$ cat config.mk
export PLATFORM = sky130hd
export DESIGN_NAME = port_power_overcurrent_ctl
export DESIGN_NICKNAME = d
export VERILOG_FILES = /design/src/hw/port_power_pkg.sv /design/src/hw/pin_sync.sv /design/src/hw/port_power_overcurrent_ctl.sv
export VERILOG_INCLUDE_DIRS = /design/src /design/src/hw
export SDC_FILE = /design/constraint.sdc
export NUM_CORES = 1
export LEC_CHECK = 0
export BUFFER_PORTS_ARGS = -buffer_cell sky130_fd_sc_hd__buf_4
export CORE_MARGIN = 5
export CORE_UTILIZATION = 35
export DETAILED_ROUTE_END_ITERATION = 8
export PLACE_DENSITY = 0.67
export RECOVER_POWER = 25
export SKIP_CTS_REPAIR_TIMING = 1
export SYNTH_ARGS = -nofsm -noshare
export SYNTH_HDL_FRONTEND = slang
export SYNTH_SLANG_ARGS = --single-unit
$ cat constraint.sdc
create_clock -name clk -period 6.6 [get_ports clk]
set_clock_uncertainty 0.15 [all_clocks]
set_input_delay 1.32 -clock clk [delete_from_list [all_inputs] [get_ports clk]]
set_output_delay 1.32 -clock clk [all_outputs]
set_load 0.01 [all_outputs]
$ cat src/hw/port_power_map.svh
`ifndef PORT_POWER_MAP_SVH
`define PORT_POWER_MAP_SVH

`define PPC_PORTS 6
`define PPC_ADDR_W 4
`define PPC_ADDR_CTRL 4'h0
`define PPC_ADDR_STATUS 4'h4
`define PPC_ADDR_MASK 4'h8
`define PPC_ADDR_LIVE 4'hc
`define PPC_CTRL_SPLIT_BIT 6
`define PPC_CTRL_SS_LSB 8
`define PPC_LIVE_PIN_LSB 8
`define PPC_CFG_EN_RESET 6'h3f
`define PPC_SS_EN_RESET 6'h00
`define PPC_MASK_RESET 6'h00
`define PPC_SETTLE_CYCLES 2'h3

`endif

$ cat src/hw/port_power_pkg.sv
package port_power_pkg;
    typedef logic [5:0] port_vec_t;
    typedef enum {SEL_CTRL, SEL_STATUS, SEL_MASK, SEL_LIVE, SEL_NONE} reg_sel_t;
endpackage

$ cat src/hw/pin_sync.sv
`timescale 1ns/1ns
`default_nettype none
module pin_sync #(
    parameter int WIDTH = 6
) (
    input wire logic clk, // core clock
    input wire logic rst, // async reset, active high
    input wire logic ce, // clock enable
    input wire logic [WIDTH-1:0] d, // raw pin levels
    output logic [WIDTH-1:0] q // synchronised levels
);
    logic [WIDTH-1:0] meta;
    logic [WIDTH-1:0] next_meta;
    logic [WIDTH-1:0] next_q;

    always_comb
    begin
        next_meta = ce ? d : meta;
        next_q = ce ? meta : q;
    end

    // idle level of a released pin is high
    always_ff @(posedge clk or posedge rst)
    begin
        if (rst)
        begin
            meta <= '1;
            q <= '1;
        end
        else
        begin
            meta <= next_meta;
            q <= next_q;
        end
    end
endmodule
`default_nettype wire

$ cat src/hw/port_power_overcurrent_ctl.sv
`timescale 1ns/1ns
`default_nettype none
`include "port_power_map.svh"
module port_power_overcurrent_ctl #(
    parameter int PORTS = `PPC_PORTS
) (
    input wire logic clk, // 20 MHz core clock
    input wire logic rst, // async reset, active high
    input wire logic ce, // clock enable, freezes state when low
    input wire logic [`PPC_ADDR_W-1:0] addr, // register byte address
    input wire logic [31:0] wdata, // register write data
    input wire logic wr_stb, // write strobe
    input wire logic rd_stb, // read strobe
    output logic [31:0] rdata, // read data, cycle after rd_stb
    input wire port_power_pkg::port_vec_t host_port_enable, // hub logic port power state
    input wire port_power_pkg::port_vec_t port_power_sense_in, // pin level, bit i = port i+1
    output port_power_pkg::port_vec_t port_power_sense_out, // pin drive value
    output port_power_pkg::port_vec_t port_power_sense_oe, // pin driven when high
    output port_power_pkg::port_vec_t pullup_en, // internal pull-up on
    output port_power_pkg::port_vec_t usb2_power_on, // usb 2.0 portion powered
    output port_power_pkg::port_vec_t usb3_power_on, // usb 3.2 portion powered
    output port_power_pkg::port_vec_t usb2_oc, // overcurrent to usb 2.0 portion
    output port_power_pkg::port_vec_t usb3_oc, // overcurrent to usb 3.2 portion
    output logic port3_superspeed_power_enable, // split usb 3.2 enable, port 3
    output logic port4_superspeed_power_enable, // split usb 3.2 enable, port 4
    output logic port5_superspeed_power_enable, // split usb 3.2 enable, port 5
    output logic irq // level interrupt
);
    import port_power_pkg::*;

    port_vec_t cfg_en;
    port_vec_t ss_en;
    logic split_port_mode;
    port_vec_t oc_status;
    port_vec_t oc_mask;
    port_vec_t sense_sync;
    logic [1:0] settle [PORTS];

    port_vec_t next_cfg_en;
    port_vec_t next_ss_en;
    logic next_split;
    port_vec_t next_status;
    port_vec_t next_mask;
    logic [1:0] next_settle [PORTS];
    logic [31:0] next_rdata;
    port_vec_t next_oe;
    port_vec_t next_pullup;
    port_vec_t next_usb2_power;
    port_vec_t next_usb3_power;
    port_vec_t next_usb2_oc;
    port_vec_t next_usb3_oc;
    logic [2:0] next_ss_pins;
    logic next_irq;

    port_vec_t port_on;
    port_vec_t settled;
    port_vec_t oc_now;
    port_vec_t w1c;
    reg_sel_t sel;

    function automatic reg_sel_t decode(input logic [`PPC_ADDR_W-1:0] a);
        case (a)
            `PPC_ADDR_CTRL: decode = SEL_CTRL;
            `PPC_ADDR_STATUS: decode = SEL_STATUS;
            `PPC_ADDR_MASK: decode = SEL_MASK;
            `PPC_ADDR_LIVE: decode = SEL_LIVE;
            default: decode = SEL_NONE;
        endcase
    endfunction

    pin_sync #(.WIDTH(PORTS)) u_sense_sync (
        .clk(clk),
        .rst(rst),
        .ce(ce),
        .d(port_power_sense_in),
        .q(sense_sync)
    );

    always_comb
    begin
        sel = decode(addr);
        next_cfg_en = cfg_en;
        next_ss_en = ss_en;
        next_split = split_port_mode;
        next_mask = oc_mask;
        w1c = '0;
        if (wr_stb)
        begin
            case (sel)
                SEL_CTRL:
                begin
                    next_cfg_en = wdata[5:0];
                    next_split = wdata[`PPC_CTRL_SPLIT_BIT];
                    next_ss_en = wdata[`PPC_CTRL_SS_LSB +: 6];
                end
                SEL_STATUS: w1c = wdata[5:0];
                SEL_MASK: next_mask = wdata[5:0];
                default: ;
            endcase
        end
        // a port is on only if both configuration and host control allow it
        port_on = cfg_en & host_port_enable;
        // blank sensing until the released pin has had time to rise through the synchroniser
        for (int i = 0; i < PORTS; i++)
        begin
            settled[i] = (settle[i] == `PPC_SETTLE_CYCLES);
            if (!port_on[i])
                next_settle[i] = 2'h0;
            else if (!settled[i])
                next_settle[i] = settle[i] + 2'h1;
            else
                next_settle[i] = settle[i];
        end
        oc_now = port_on & settled & ~sense_sync;
        next_status = (oc_status & ~w1c) | oc_now;
        next_irq = |(next_status & next_mask);
        next_rdata = 32'h0;
        if (rd_stb)
        begin
            case (sel)
                SEL_CTRL: next_rdata = {18'h0, ss_en, 1'b0, split_port_mode, cfg_en};
                SEL_STATUS: next_rdata = {26'h0, oc_status};
                SEL_MASK: next_rdata = {26'h0, oc_mask};
                SEL_LIVE: next_rdata = {18'h0, sense_sync, 2'h0, port_on};
                default: next_rdata = 32'h0;
            endcase
        end
        next_oe = ~port_on;
        next_pullup = port_on;
        next_usb2_power = port_on;
        next_usb2_oc = oc_now;
        // port 6 always spans both portions; ports 1 to 5 split off usb 3.2 in split mode
        if (split_port_mode)
        begin
            next_usb3_power = {port_on[5], ss_en[4:0]};
            next_usb3_oc = {oc_now[5], 5'h00};
            next_ss_pins = ss_en[4:2];
        end
        else
        begin
            next_usb3_power = port_on;
            next_usb3_oc = oc_now;
            next_ss_pins = 3'h0;
        end
    end

    always_ff @(posedge clk or posedge rst)
    begin
        if (rst)
        begin
            cfg_en <= `PPC_CFG_EN_RESET;
            ss_en <= `PPC_SS_EN_RESET;
            split_port_mode <= 1'b0;
            oc_status <= '0;
            oc_mask <= `PPC_MASK_RESET;
            for (int i = 0; i < PORTS; i++)
                settle[i] <= 2'h0;
            rdata <= 32'h0;
            port_power_sense_out <= '0;
            port_power_sense_oe <= '1;
            pullup_en <= '0;
            usb2_power_on <= '0;
            usb3_power_on <= '0;
            usb2_oc <= '0;
            usb3_oc <= '0;
            port3_superspeed_power_enable <= 1'b0;
            port4_superspeed_power_enable <= 1'b0;
            port5_superspeed_power_enable <= 1'b0;
            irq <= 1'b0;
        end
        else if (ce)
        begin
            cfg_en <= next_cfg_en;
            ss_en <= next_ss_en;
            split_port_mode <= next_split;
            oc_status <= next_status;
            oc_mask <= next_mask;
            for (int i = 0; i < PORTS; i++)
                settle[i] <= next_settle[i];
            rdata <= next_rdata;
            port_power_sense_out <= '0;
            port_power_sense_oe <= next_oe;
            pullup_en <= next_pullup;
            usb2_power_on <= next_usb2_power;
            usb3_power_on <= next_usb3_power;
            usb2_oc <= next_usb2_oc;
            usb3_oc <= next_usb3_oc;
            port3_superspeed_power_enable <= next_ss_pins[0];
            port4_superspeed_power_enable <= next_ss_pins[1];
            port5_superspeed_power_enable <= next_ss_pins[2];
            irq <= next_irq;
        end
    end
endmodule
`default_nettype wire

# Yosys cells after proc, flatten, opt, wreduce, memory -nomap -nowiden
# Index checks and enable logic that the tools add are counted.
# word_totals
reg_bits	115
input_bits	53
out_inout_bits	78
elab_cells	88
# classes
n_addsub	6
eq_ne	18
muxes	22
bitwise	9
reduce_logical	10
# op_table
cell	count
$eq A32 B2 Y1 const B	2
$pmux W14 S4	1
$eq A32 B1 Y1 const B	1
$logic_not A32 Y1	1
$and A6 B6 Y6	5
$mux W2	12
$mux W6	4
$not A6 Y6	3
$mux W14	1
$add A2 B1 Y2 const B	6
$eq A2 B2 Y1 const B	6
$ne A2 B2 Y1 const B	6
$pmux W3 S4	1
$reduce_and A2 Y1	6
$mux W5	2
$eq A4 B4 Y1 const B	2
$or A6 B6 Y6	1
$reduce_or A6 Y1	1
$eq A4 B3 Y1 const B	1
$logic_not A4 Y1	1
$mux W3	1
$reduce_and A3 Y1	1

# Longest topological paths before layout
# logic_depth
depth_word	10
depth_mapped	6
depth_no_buf	6

# By module
# A second synthesis with hierarchy kept.
# unflattened
hier_cells	403
hier_area_um2	4594.4
# by_module_without_submodules
mod	n_inst	cells_per_inst	area_each_um2	seq_area_each_um2
port_power_overcurrent_ctl	1	377	4091.4	2067.0
pin_sync	1	26	503.0	315.3

# Worst setup path before layout
# Ideal clock, no wire load.
# synth_path
kind	input -> register
start	input port addr[1]
end	register irq
setup_time_ns	0.126
t_arrival_ns	2.357
required_time_ns	6.324
path_slack_ns	3.967
stages	5
n_path_buf	0
path_cell_list	nor3b_4 -> nand2_4 -> mux2i_1 -> o22ai_1 -> o32a_1
# synth_between
elab_chain_len	10
elab_cells_between_ends	16
classes_between	5 x eq/ne; 5 x mux; 4 x bitwise; 2 x reduce/logical
# synth_lines
item	line	text
start: declaration	port_power_overcurrent_ctl.sv:10	input wire logic [`PPC_ADDR_W-1:0] addr,
$eq A4 B4 Y1 (tied with other cells)	port_power_overcurrent_ctl.sv:62	case (a)
$pmux W3 S4 (*)	port_power_overcurrent_ctl.sv:62	
$eq A32 B1 Y1	port_power_overcurrent_ctl.sv:89	case (sel)
$mux W6	port_power_overcurrent_ctl.sv:89	
$mux W6	port_power_overcurrent_ctl.sv:87	if (wr_stb)
$not A6 Y6	port_power_overcurrent_ctl.sv:115	next_status = (oc_status & ~w1c) | oc_now;
$and A6 B6 Y6	port_power_overcurrent_ctl.sv:115	
$or A6 B6 Y6	port_power_overcurrent_ctl.sv:115	
$and A6 B6 Y6 (*)	port_power_overcurrent_ctl.sv:116	next_irq = |(next_status & next_mask);
$reduce_or A6 Y1 (*)	port_power_overcurrent_ctl.sv:116	
end signal: assignment	port_power_overcurrent_ctl.sv:191	irq <= next_irq;
end: declaration	port_power_overcurrent_ctl.sv:27	output logic irq
# Mark *: on every way between the ends. The rest lies on a longest branch, timed or not.
# A chain may end at the register's enable or synchronous reset.

# Worst setup path in the final report
# layout_path
start	input port ce
end	register ss_en[5]
# layout_between
elab_chain_len	1
# layout_lines
item	line	text
start: declaration	port_power_overcurrent_ctl.sv:9	input wire logic ce,
$reduce_and A3 Y1 (no line)	--	
end signal: assignment	port_power_overcurrent_ctl.sv:152	ss_en <= `PPC_SS_EN_RESET;
end signal: assignment	port_power_overcurrent_ctl.sv:174	ss_en <= next_ss_en;
end: declaration	port_power_overcurrent_ctl.sv:32	port_vec_t ss_en;
# Every way passes these cells.

==> impl_metrics.env <==
export IMPL_syn_area_um2=4440
export IMPL_synth_top_area_cell="dfrtp_1"
export IMPL_clkLatencyLatePin_ns=0.34
export IMPL_p_leak_nw=2.48
export IMPL_root_buffer="clkbuf_16"
export IMPL_finalCritPeriodShare_pct=63.1
export IMPL_synth_area_leaders="dfrtp_1 39%, dfstp_2 14%, mux2_2 9.9%, buf_4 5.7%, inv_1 3.0%"
export IMPL_p_switching_w=0.000383
export IMPL_slew_limit_headroom_pct=-6.92
export IMPL_post_route_drc_count=0
export IMPL_drive_gt1_share_pct=32.8
export IMPL_dp_cells=634
export IMPL_path_cells="clkbuf_1 > nand4_1 > mux2_2"
export IMPL_clock_power_share_pct=38.8
export IMPL_placed_area_um2=5090
export IMPL_finalNonFillerCells=650
export IMPL_hold_class="reg -> reg"
export IMPL_fillCellCount=1222
export IMPL_dr_total_vias=3191
export IMPL_final_cell_area_um2=5360
export IMPL_rows=41
export IMPL_fin_tns_setup_ns=0
export IMPL_area_delta_synth_final_pct=20.8
export IMPL_grt_antenna_before_repair=0
export IMPL_violations="capacitance limit, slew limit"
export IMPL_cts_buffers=9
export IMPL_io_buffers=86
export IMPL_status="complete, but fails checks"
export IMPL_maxCapViolations=1
export IMPL_grt_pass1_vias=3186
export IMPL_internal_power_w=0.00108
export IMPL_ant_nets=0
export IMPL_endpoint_kind="register"
export IMPL_synth_seq_cells=94
export IMPL_share_comb_of_total_power_pct=13.5
export IMPL_rsz0062_at_grt="false"
export IMPL_core_area_um2=12500
export IMPL_grt_usage_pct=14.5
export IMPL_drt_iter0_drc=301
export IMPL_ys_seq_area_share_pct=53.7
export IMPL_n_antenna_cell=0
export IMPL_num_io_pins=131
export IMPL_cellPowerDensity_nw_per_um2=273
export IMPL_ys_warn_count=0
export IMPL_routed_wl_um=10800
export IMPL_fin_hold_ws_ns=0.345
export IMPL_start_util_pct=35.5
export IMPL_grt_max_degree=64
export IMPL_final_util_pct=42.8
export IMPL_dp_hpwl_um=7680
export IMPL_routabilityCongestion=0.801
export IMPL_die_w_um=123
export IMPL_cp_start_kind="primary input"
export IMPL_cts_sinks=94
export IMPL_die_h_um=123
export IMPL_slowest_delay_ns=1.16
export IMPL_cp_arrival_ns=4.23
export IMPL_clk_pin_slew_ns=0.07
export IMPL_drtPass1Iterations=5
export IMPL_slowest_stage="nand4_1"
export IMPL_multiInputGateArea_um2=1690
export IMPL_fin_crit_ns=4.16
export IMPL_slew_violations=38
export IMPL_cts_tree="yes"
export IMPL_switching_share_pct=26.2
export IMPL_avgSynthCellArea_um2=11.1
export IMPL_cp_required_ns=6.67
export IMPL_grt_pass1_wl_um=16700
export IMPL_path_class="in -> reg"
export IMPL_worst_pin_slew_ns=1.60
export IMPL_fmax_ghz=0.240
export IMPL_netlist_instances=400
export IMPL_path_max_fanout=37
export IMPL_ir_worst_vdd_mv=0.129
export IMPL_vias_per_cell=4.91
export IMPL_fin_nets=532
export IMPL_synth_cell_types=37
export IMPL_yosysTopAreaCellShare_pct=39.5
export IMPL_grt_overflow=0
export IMPL_clock_path_buffers=2
export IMPL_die_area_um2=15000
export IMPL_finalHoldViolations=0
export IMPL_finalSetupViolCount=0
export IMPL_register_area_um2=2380
export IMPL_wl_per_cell_um=16.6
export IMPL_power_frac_seq_pct=47.7
export IMPL_htree_levels=3
-- area by class of cell --
type	count	share of cell area, %
Timing Repair Buffer	89	11.3
Sequential cell	94	44.4
Tap cell	172	4.01
Inverter	36	2.54
Clock buffer	9	4.20
Clock inverter	7	1.91
Multi-Input combinational cell	243	31.6
-- metrics by stage --
step	total power, W	worst slack, ns
detailed placement	0.000912	3.10
global route	0.00153	2.16
finish	0.00146	2.44
CTS	0.00149	3.45
floorplan	0.000833	2.72
global placement	0.000902	3.16
-- critical path, delay by kind of cell --
family,cells,cell delay [ns]
simple gates,1,1.16
buf+inv,1,1.13
mux,1,0.60
-- power groups by stage --
stage	registers, W	clock network (W)	logic (W)
after floorplan	0.000697	0	0.000136
after global placement	0.000705	0	0.000197
final	0.000698	0.000568	0.000197
after CTS	0.000698	0.000582	0.000205
after detailed placement	0.000708	0	0.000204
after global routing	0.000705	0.000608	0.000219
-- layout by cell type, fill, tap and decap left out, types with 4 or more instances in the layout --
cell type and count:
conb_1 25, buf_4 73, ha_1 6, a21o_1 4, mux2_2 38, a22o_1 8
o21a_1 6, a222oi_1 4, o22ai_1 19, inv_1 35, nor2_1 17, nand2b_1 5
clkbuf_16 9, clkbuf_1 16, inv_6 4, nand2_1 21, dfstp_2 24, dfrtp_1 70
o21ai_0 13, nand3_1 25, a21oi_1 13, a22oi_1 6, mux2i_1 8
-- logic make-up after synthesis --
logic type	synth area share (%)
DFF	53.7
muxes	12.7
AOI/OAI and AO/OA	12.4
buffers and inverters	10.3
adders and majority gates	1.69
other	0.0845
and+or+nand+nor	9.19
-- state kept, by name, summed over array words and instances, names as in the netlist, 5 cells and up --
signal and cells:
settle 12, cfg_en 6, usb2_oc 6, oc_status 6, oc_mask 6, usb3_power_on 5, port_power_sense_oe 6, ss_en 6
usb3_oc 5, u_sense_sync.meta 6, rdata 13, u_sense_sync.q 6, usb2_power_on 6
-- synthesized netlist by cell type, drive strengths merged --
| library cell | instances |
|---|---|
| a21o | 4 |
| a21oi | 13 |
| a222oi | 4 |
| a22o | 8 |
| a22oi | 6 |
| a31oi | 2 |
| and2 | 4 |
| and2b | 2 |
| and3b | 1 |
| buf | 38 |
| clkbuf | 13 |
| conb | 1 |
| dfrtp | 70 |
| dfstp | 24 |
| ha | 6 |
| inv | 36 |
| mux2 | 39 |
| mux2i | 8 |
| mux4 | 2 |
| nand2 | 22 |
| nand2b | 5 |
| nand3 | 25 |
| nand4 | 1 |
| nor2 | 17 |
| nor3b | 4 |
| o21a | 6 |
| o21ai | 13 |
| o221ai | 1 |
| o22ai | 19 |
| o31ai | 3 |
| o32a | 1 |
| o32ai | 2 |
-- per-layer routing --
metal	part of all wire (%)	global-route usage [%]	wire length, um
met4	1.1	4.20	116
met5	0	0	0
met2	51	24.6	5490
met3	7.2	4.24	781
met1	41	18.1	4400
-- worst paths after layout --
| check | start | to | slack, ns | cells past startpoint |
|---|---|---|---|---|
| setup / recovery | ce | ss_en[5]$_DFFE_PP0P_ | 2.44 | 3 |
| hold / removal | settle[7]$_DFFE_PP0P_ | settle[7]$_DFFE_PP0P_ | 0.35 | 2 |
| setup reg to reg | cfg_en[3]$_DFFE_PP1P_ | irq$_DFFE_PP0P_ | 4.67 | 5 |
| hold reg to reg | settle[7]$_DFFE_PP0P_ | settle[7]$_DFFE_PP0P_ | 0.35 | 2 |
| max in group asynchronous | rst | oc_status[0]$_DFFE_PP0P_ | 3.79 | 3 |
| min in group asynchronous | rst | rdata[4]$_DFFE_PP0P_ | 1.13 | 2 |
(Power assumes the default switching activity.)
